### src/ram_decode_map.vh
// Address map, field positions and reset values of the on-chip RAM block
`ifndef RAM_DECODE_MAP_VH
`define RAM_DECODE_MAP_VH
`define RAM_BYTES 512
`define RAM_WIN_LO_M12 20'hffd10
`define RAM_WIN_HI_M12 20'hfff0f
`define RAM_WIN_LO_M34 24'hfffd10
`define RAM_WIN_HI_M34 24'hffff0f
`define SYSCTL_OFFSET 16'hfff2
`define SYSCTL_RESET 8'h0b
`define RAM_EN_POS 0
`define RAM_EN_RESET 1'b1
`endif
### src/onchip_ram_decode.v
// On-chip RAM with window decode and system control register
//
// The implementer's own choice: strobed register access.
`include "ram_decode_map.vh"
`default_nettype none
// Contract
// Static RAM of 512 bytes, readable and writable by the CPU.
// RAM connects to the CPU over a 16-bit data path.
// Window FFD10-FFF0F in modes 1/2, FFFD10-FFFF0F in modes 3/4.
// Enable 1: window goes to RAM; enable 0: goes external.
// Enable is bit 0 of system control, 0 off, 1 on, resets 1.
// Enable reinitialised by external reset; software standby keeps it.
// Byte access takes two states on the upper 8 data lines.
// Even-address word access takes two states on all 16 lines.
// System control register is 8 bits, readable and writable.
// Software clears enable before entering hardware standby.
// CPU issues word accesses only at even addresses.
module onchip_ram_decode #(
  parameter RAM_BYTES = `RAM_BYTES
) (
  // Clock and reset
  input wire sys_clk_i,
  input wire srst_i,
  // Operating mode: 0 selects modes 1/2, 1 selects modes 3/4
  input wire mode_wide_i,
  // Software standby indication (no effect on enable)
  input wire soft_standby_i,
  // CPU memory access, first state
  input wire [23:0] cpu_addr_i,
  input wire cpu_req_i,
  input wire cpu_wr_i,
  input wire cpu_word_i,
  input wire [15:0] cpu_wdata_i,
  // CPU memory answer, second state
  output reg cpu_done_o,
  output reg [15:0] cpu_rdata_o,
  output reg ext_req_o,
  // Register port
  input wire [15:0] reg_addr_i,
  input wire [7:0] reg_wdata_i,
  input wire reg_wr_i,
  input wire reg_rd_i,
  output reg [7:0] reg_rdata_o,
  // Enable state
  output reg ram_enable_bit_o
);
  localparam AW = 8;
  localparam WORDS = RAM_BYTES / 2;

  reg [7:0] system_control_register;
  reg [7:0] next_sysctl;
  reg [7:0] next_reg_rdata;
  reg next_enable;
  reg [AW-1:0] ram_waddr;
  reg ram_wr_hi;
  reg ram_wr_lo;
  reg [15:0] ram_wdata;
  reg [15:0] next_rdata;
  reg next_done;
  reg next_ext;
  wire [15:0] ram_rdata;
  wire hit;
  wire ram_on;
  wire ram_sel;
  wire [23:0] offs;
  wire sysctl_wr;
  wire sysctl_rd;

  // Window test per operating mode
  // Modes 1/2 decode 20 address bits, so the top nibble must be zero
  function in_window;
    input [23:0] a;
    input wide;
    begin
      if (wide) begin
        in_window = (a >= `RAM_WIN_LO_M34) && (a <= `RAM_WIN_HI_M34);
      end else begin
        in_window = (a[23:20] == 4'h0) &&
          (a[19:0] >= `RAM_WIN_LO_M12) && (a[19:0] <= `RAM_WIN_HI_M12);
      end
    end
  endfunction

  // Byte offset into the array from the base of the active window
  function [23:0] window_offset;
    input [23:0] a;
    input wide;
    begin
      if (wide) begin
        window_offset = a - `RAM_WIN_LO_M34;
      end else begin
        window_offset = a - {4'h0, `RAM_WIN_LO_M12};
      end
    end
  endfunction

  // Register port decode, shared by the write and read paths
  function reg_hit;
    input [15:0] a;
    input strobe;
    begin
      reg_hit = strobe && (a == `SYSCTL_OFFSET);
    end
  endfunction

  assign hit = in_window(cpu_addr_i, mode_wide_i);
  assign offs = window_offset(cpu_addr_i, mode_wide_i);
  assign ram_on = system_control_register[`RAM_EN_POS];
  assign ram_sel = cpu_req_i && hit && ram_on;
  assign sysctl_wr = reg_hit(reg_addr_i, reg_wr_i);
  assign sysctl_rd = reg_hit(reg_addr_i, reg_rd_i);

  ram_array #(
    .WORDS(WORDS),
    .AW(AW)
  ) u_ram (
    .sys_clk_i(sys_clk_i),
    .word_addr_i(ram_waddr),
    .wr_hi_i(ram_wr_hi),
    .wr_lo_i(ram_wr_lo),
    .wdata_i(ram_wdata),
    .rdata_o(ram_rdata)
  );

  // State 1 presents the access; the write lands on the closing edge
  // Odd word addresses fall back to the even word below them
  always @* begin
    ram_waddr = offs[AW:1];
    ram_wr_hi = 1'b0;
    ram_wr_lo = 1'b0;
    ram_wdata = cpu_wdata_i;
    if (ram_sel && cpu_wr_i) begin
      if (cpu_word_i) begin
        ram_wr_hi = 1'b1;
        ram_wr_lo = 1'b1;
      end else begin
        // Byte data rides the upper lines; odd bytes land in the low lane
        ram_wr_hi = ~offs[0];
        ram_wr_lo = offs[0];
        ram_wdata = {cpu_wdata_i[15:8], cpu_wdata_i[15:8]};
      end
    end
  end

  // State 2 answer; read data holds until the next RAM read
  always @* begin
    next_done = ram_sel;
    // Disabled or outside window: pass to external space
    next_ext = cpu_req_i && !(hit && ram_on);
    next_rdata = cpu_rdata_o;
    if (ram_sel && !cpu_wr_i) begin
      if (cpu_word_i) begin
        next_rdata = ram_rdata;
      end else if (offs[0]) begin
        next_rdata = {ram_rdata[7:0], 8'h00};
      end else begin
        next_rdata = {ram_rdata[15:8], 8'h00};
      end
    end
  end

  always @(posedge sys_clk_i) begin
    if (srst_i) begin
      cpu_done_o <= 1'b0;
      cpu_rdata_o <= 16'h0000;
      ext_req_o <= 1'b0;
    end else begin
      cpu_done_o <= next_done;
      cpu_rdata_o <= next_rdata;
      ext_req_o <= next_ext;
    end
  end

  // Only the external reset reinitialises the register; standby leaves it
  // The standby input is deliberately not read here
  always @* begin
    next_sysctl = system_control_register;
    next_enable = ram_enable_bit_o;
    next_reg_rdata = 8'h00;
    if (sysctl_wr) begin
      next_sysctl = reg_wdata_i;
      next_enable = reg_wdata_i[`RAM_EN_POS];
    end
    if (sysctl_rd) begin
      next_reg_rdata = system_control_register;
    end
  end

  // The enable output mirrors bit 0 from its own flop
  always @(posedge sys_clk_i) begin
    if (srst_i) begin
      system_control_register <= `SYSCTL_RESET;
      reg_rdata_o <= 8'h00;
      ram_enable_bit_o <= `RAM_EN_RESET;
    end else begin
      system_control_register <= next_sysctl;
      reg_rdata_o <= next_reg_rdata;
      ram_enable_bit_o <= next_enable;
    end
  end
endmodule // onchip_ram_decode
`default_nettype wire

### src/ram_array.v
// Byte-laned 16-bit static RAM array
`default_nettype none
module ram_array #(
  parameter WORDS = 256,
  parameter AW = 8
) (
  input wire sys_clk_i,
  input wire [AW-1:0] word_addr_i,
  input wire wr_hi_i,
  input wire wr_lo_i,
  input wire [15:0] wdata_i,
  output reg [15:0] rdata_o
);
  reg [7:0] mem_hi [0:WORDS-1];
  reg [7:0] mem_lo [0:WORDS-1];

  always @(posedge sys_clk_i) begin
    if (wr_hi_i) begin
      mem_hi[word_addr_i] <= wdata_i[15:8];
    end
    if (wr_lo_i) begin
      mem_lo[word_addr_i] <= wdata_i[7:0];
    end
  end

  // Read is combinational so the caller can register it in state 2
  always @* begin
    rdata_o = {mem_hi[word_addr_i], mem_lo[word_addr_i]};
  end
endmodule // ram_array
`default_nettype wire

### config.mk
export PLATFORM = sky130hd
export DESIGN_NAME = onchip_ram_decode
export DESIGN_NICKNAME = d
export VERILOG_FILES = /design/src/onchip_ram_decode.v /design/src/ram_array.v
export VERILOG_INCLUDE_DIRS = /design/src
export SDC_FILE = /design/constraint.sdc
export NUM_CORES = 2
export LEC_CHECK = 0
export ABC_AREA = 0
export BUFFER_PORTS_ARGS = -buffer_cell sky130_fd_sc_hd__buf_2
export CAP_MARGIN = 20
export CELL_PAD_IN_SITES_DETAIL_PLACEMENT = 1
export CELL_PAD_IN_SITES_GLOBAL_PLACEMENT = 2
export CORE_ASPECT_RATIO = 0.5
export CORE_UTILIZATION = 46
export DETAILED_ROUTE_END_ITERATION = 10
export PLACE_DENSITY_LB_ADDON = 0.08
export SLEW_MARGIN = 0
export SYNTH_ARGS = -nofsm -noshare
export SYNTH_HDL_FRONTEND = slang
export SYNTH_SLANG_ARGS = --single-unit
### constraint.sdc
create_clock -name sys_clk_i -period 6.77 [get_ports sys_clk_i]
set_clock_uncertainty 0.1 [all_clocks]
set_input_delay 1.354 -clock sys_clk_i [delete_from_list [all_inputs] [get_ports sys_clk_i]]
set_output_delay 1.354 -clock sys_clk_i [all_outputs]
set_load 0.03 [all_outputs]
# == Yosys cells after proc, flatten, opt, wreduce, memory -nomap -nowiden ==
# Memories as Yosys holds them, arrays and structs flattened.
# Index checks and enable logic that the tools add are counted.
# totals
regBits,35
latchBits,0
ramBits,4096
mem_bits_ro,0
in_bits,73
elab_cells,46
memories,2
# memory_table
memory,depth,word_bits,read_ports,rd_clocked_by_memory_dff,write_ports,line_no,source
u_ram.mem_hi,256,8,1,0,1,ram_array.v:14,reg [7:0] mem_hi [0:WORDS-1];
u_ram.mem_lo,256,8,1,0,1,ram_array.v:15,reg [7:0] mem_lo [0:WORDS-1];
# classes
add_sub_neg,2
mul,0
n_div,0
order_cmp,4
n_eq_ne,1
shift,0
mux,14
n_bitwise,2
n_reduce_logical,15
# ops
cell,n
two-way mux 16 bit,2
"greater-or-equal comparator 24 bit, second input constant",1
"<= comparator 24 bit, second input constant",1
"greater-or-equal comparator 20 bit, second input constant",1
"<= comparator 20 bit, second input constant",1
"subtractor 9 bit, second input constant",2
"== test 16 bit, second input constant",1
two-way mux 8 bit,2
logical AND 1 bit,11
two-way mux 1 bit,9
two-way mux 9 bit,1
zero test 4 bit,1
zero test 1 bit,2
NOT 1 bit,2
OR reduction 2 bit,1

# == Logic depth before layout (Yosys ltp) ==
# logic_depth
depth_word,10
ltp_mapped,18
mapped_depth_nobuf,10

# == Cells and area by module ==
# From an unflattened synthesis, not the netlist that was laid out.
# hier_totals
cells_unflattened,7204
hier_area_um2,157974.0
# modules_own_cells
module,instances,cells_per_inst,area_per_inst_um2
ram_array,1,7016,156208.6
onchip_ram_decode,1,188,1765.4

# == Worst setup path after synthesis ==
# No wires, ideal clock.
# synth_timing
path_type,input port to flip-flop
from,input port cpu_addr_i[4]
to,"memory u_ram.mem_lo[0][0], data pin"
setup_time_ps,556
t_arrival_ps,6050
required_ps,6114
slack_ps,65
path_stages,14
n_path_buf,5
cell_sequence,buf_2 clkinv_2 buf_2 buf_2 buf_2 buf_2 ha_1 nor3b_2 a21boi_0 o22ai_1 a22o_2 nand4_4 nor2_2 mux2_2
# synth_via
elab_chain_cells,8
word_cells_on_any_way,12
# synth_rtl
item,line_no,source
"start, declared",onchip_ram_decode.v:29,"input wire [23:0] cpu_addr_i,"
greater-or-equal comparator 20 bit (no source line),-,
logical AND 1 bit (2 in series),onchip_ram_decode.v:78,in_window = (a[23:20] == 4'h0) &&
two-way mux 1 bit (*),onchip_ram_decode.v:75,if (wide) begin
logical AND 1 bit (*) (2 in series),onchip_ram_decode.v:109,assign ram_sel = cpu_req_i && hit && ram_on;
logical AND 1 bit (*),onchip_ram_decode.v:132,if (ram_sel && cpu_wr_i) begin
two-way mux 8 bit (*),onchip_ram_decode.v:132,
net ram_wdata[0],onchip_ram_decode.v:57,reg [15:0] ram_wdata;
"end, declared",ram_array.v:15,
# Mark *: on every way through the listed nets, which the timed path passes. The rest lies on a longest branch.

# == Worst setup path after layout ==
# layout_timing
from,input port cpu_addr_i[2]
to,register cpu_rdata_o[13]
# layout_via
elab_chain_cells,7
word_cells_on_any_way,18
# layout_rtl
item,line_no,source
"parallel branches: the longest is 7 deep, another holds subtractor 9 bit",-,
"end signal, assigned",onchip_ram_decode.v:169,cpu_rdata_o <= next_rdata;
"end, declared",onchip_ram_decode.v:36,"output reg [15:0] cpu_rdata_o,"
# Several ways; the timed one is not identified.
# A chain may end at the register's enable or synchronous reset.

==> results.py <==
metrics = {
    "status": {
        "run_status": "complete, no violations",
    },
    "critical_path": {
        "r2r_slack_ns": 2.41,
        "start_kind": "input pin",
        "crit_family": "compound AO/OA/AOI/OAI gates",
        "critical_path.max_stage_delay_ns": 0.88,
        "r2r_cells": 8,
        "cp.required_ns": 7.52,
        "path_max_fanout": 63,
        "crit_buf_inv": 3,
        "cp.depth": 11,
        "crit_chain": "buf_8 > buf_4 > mux4_2 > a22oi_1 > a21oi_1 > o211ai_1 > o2111ai_1 > nor4_2 > buf_4 > and2_1 > o21ai_0",
        "critical_path_arrival_ns": 6.30,
        "endpoint_kind": "register",
        "critPathMostFrequentCell": "buf_4",
        "path_class": "input pin to register",
        "cpMaxStageDelayCell": "nor4_2",
    },
    "timing": {
        "max-slew-margin-rel": 0.09125,
        "whs_ns": 0.3588,
        "grt_setup_unrepaired": "no",
        "finalSetupViolations": 0,
        "hold_viol": 0,
        "slew_viol_final": 0,
        "fin_crit_ns": 5.553,
        "finalCritPeriodShare": 0.8202,
        "timing.fmax_mhz": 180.1,
        "setup_ws_ns": 1.217,
        "tightest_slew_ns": 1.363,
        "setup_tns_ns": 0,
    },
    "floorplan": {
        "die_area_sq_mm": 0.3501,
        "chipWidth_microns": 835.7,
        "chipHeight_microns": 418.9,
        "io_pins": 100,
        "core_area_sq_mm": 0.3444,
        "initial_core_util": 0.4642,
        "rows": 152,
    },
    "detailed_routing": {
        "vias": 81760,
        "viasPerCell": 6.395,
        "drt.antenna.violating_nets": 0,
        "drt_wl_total_microns": 500400,
        "drc": 0,
        "wl_per_cell_microns": 39.14,
        "dr.pass1.iters": 6,
        "initialDrtViolationCount": 11446,
    },
    "placement": {
        "numPortBuffers": 98,
        "place_ws_ns": 0.5095,
        "gp_congestion": 0.8543,
        "dp.cells": 12114,
        "dp_hpwl_microns": 310700,
        "placed_cell_area_sq_mm": 0.1687,
    },
    "clocking": {
        "postCtsSetupBuffers": 0,
        "ctsHoldBuffers": 0,
        "cts.clk_slew.worst_paths_ns": 0.08,
        "htree_levels": 5,
        "root_buffer": "clkbuf_16",
        "cts_max_path_buffers": 4,
        "cts_tree": "done",
        "clock_latency_ns": 0.98,
        "cts_resized": 0,
        "clock_sinks": 4130,
        "numCtsBuffers": 370,
    },
    "cells_and_area": {
        "fin_cells": 12784,
        "final_util": 0.5240,
        "final_common_cell": "edfxtp_1",
        "fill_cells": 29690,
        "ff_latch_area_sq_mm": 0.1237,
        "area_growth_pct": 12.90,
        "multi_input_area_sq_mm": 0.03430,
        "final_cell_mix": "edfxtp_1 (4096), mux4_2 (1062), nor2_1 (559), buf_4 (382), clkbuf_16 (378)",
        "drive_gt1_frac": 0.2735,
        "design_area_sq_mm": 0.1805,
        "nNetsFinal": 7942,
    },
    "yosys": {
        "async_reset_ff_frac": 0,
        "ys_seq_area_frac": 0.7736,
        "yosys-mux-area-fraction": 0.1580,
        "synthAdderAreaFrac": 0.0002348,
        "synth_fp_nets": 7480,
        "synth_simple_gate_area_share": 0.02960,
        "synth-edff-count": 4096,
        "postSynthCellCount": 7404,
        "synth_top_family_by_area": "multiplexers",
        "ys_warn_count": 0,
        "synthFlopType": "edfxtp_1",
        "synthXorXnorAreaFrac": 0.0003131,
        "syn_area_per_cell_sq_um": 21.59,
        "netlist_area_sq_mm": 0.1599,
        "synth_cell_type_count": 87,
        "ys_seq_elements": 4130,
        "synth-compound-area-share": 0.02342,
    },
    "global_route": {
        "gr-usage-all-layers": 0.2834,
        "grt_pass1_vias": 83132,
        "antenna_found_initial": 56,
        "grt_pass1_wl_microns": 684900,
        "grt_max_degree": 181,
        "grt_overflow": 0,
    },
    "power_and_ir_drop": {
        "power_density_mw_per_mm2": 291.5,
        "finalPower_mw": 52.62,
        "vdd_ir_drop_max_v": 0.0002017,
        "leakage_nw": 55.97,
    },
    "min_path": {
        "hold_depth": 1,
        "hold_class": "register to register",
    },
    "flow_run": {
        "max_cap_violations": 0,
    },
}
-- routing by layer --
| metal | vias up | wire length, microns | track usage |
|---|---|---|---|
| li1 | 32010 | - | - |
| met1 | 44968 | 210400 | 0.4199 |
| met2 | 4063 | 229300 | 0.4376 |
| met3 | 703 | 47110 | 0.05774 |
| met4 | 16 | 13490 | 0.06907 |
| met5 | - | 112 | 0 |
-- cells by family after synthesis --
logic type / after synthesis
flip-flops: 4130
adder cells (fa/ha/maj): 3
AND/OR/NAND/NOR: 1087
multiplexers: 1193
XOR/XNOR: 4
AO/OA/AOI/OAI: 521
buffers and inverters: 466
-- synthesized netlist by cell type, drive strengths merged (4+ instances only) --
library cell	number	area [sq um]
a2111oi	5	43.79
and3	12	75.07
edfxtp	4096	123000
o22ai	72	450.4
inv	5	18.77
a22oi	113	848.3
mux4	1062	23920
and2	11	68.82
nand3	99	635.6
mux2i	108	1081
nand2b	4	25.02
a21oi	66	330.3
o21ai	46	230.2
buf	291	1714
o31ai	11	82.58
or4	4	30.03
o22a	6	52.55
a311o	4	40.04
a22o	21	185.2
or3	6	37.54
a221oi	27	236.5
nand2	282	1071
o221ai	4	35.03
nor4	24	150.1
a211oi	17	127.6
a32oi	33	289.0
nor2b	7	43.79
a211o	9	78.83
clkbuf	169	634.4
a31oi	28	175.2
a21boi	4	30.03
a32o	8	80.08
nor3	21	105.1
o41ai	6	60.06
dfxtp	34	680.7
mux2	23	259.0
o2111ai	8	70.07
o211ai	8	60.06
nor2	578	2187
nand4	22	152.7
-- path summary, 6_finish.rpt --
path | startpoint | end
max | cpu_addr_i[2] | cpu_rdata_o[13]
min | system_control_register[7] | reg_rdata_o[7]
max reg2reg | system_control_register[0] | u_ram.mem_lo[23][4]
min reg2reg | system_control_register[7] | reg_rdata_o[7]
-- report_power, final --
group / total [mW] / switching (mW) / leakage [nW] / internal (mW)
Sequential: 28.1 / 0.0000551 / 37.1 / 28.1
Clock: 21.2 / 9.57 / 5.75 / 11.6
Combinational: 3.34 / 2.32 / 13.1 / 1.02
-- registers in the layout (all words and copies together), names as in the netlist --
signal	cells
reg_rdata_o	8
system_control_register	8
u_ram.mem_hi	2048
cpu_done_o	1
u_ram.mem_lo	2048
cpu_rdata_o	16
ext_req_o	1
-- final cells by class --
class                      count  share of cell area
sequential                  4130              0.6852
clock inverter               208             0.01096
antenna                       11           0.0001525
tap                         4620             0.03203
clock buffer                 451             0.05420
timing repair buffer         550             0.02720
multi-input combinational   2808              0.1900
inverter                       6           0.0001941
(Power assumes the default switching activity.)
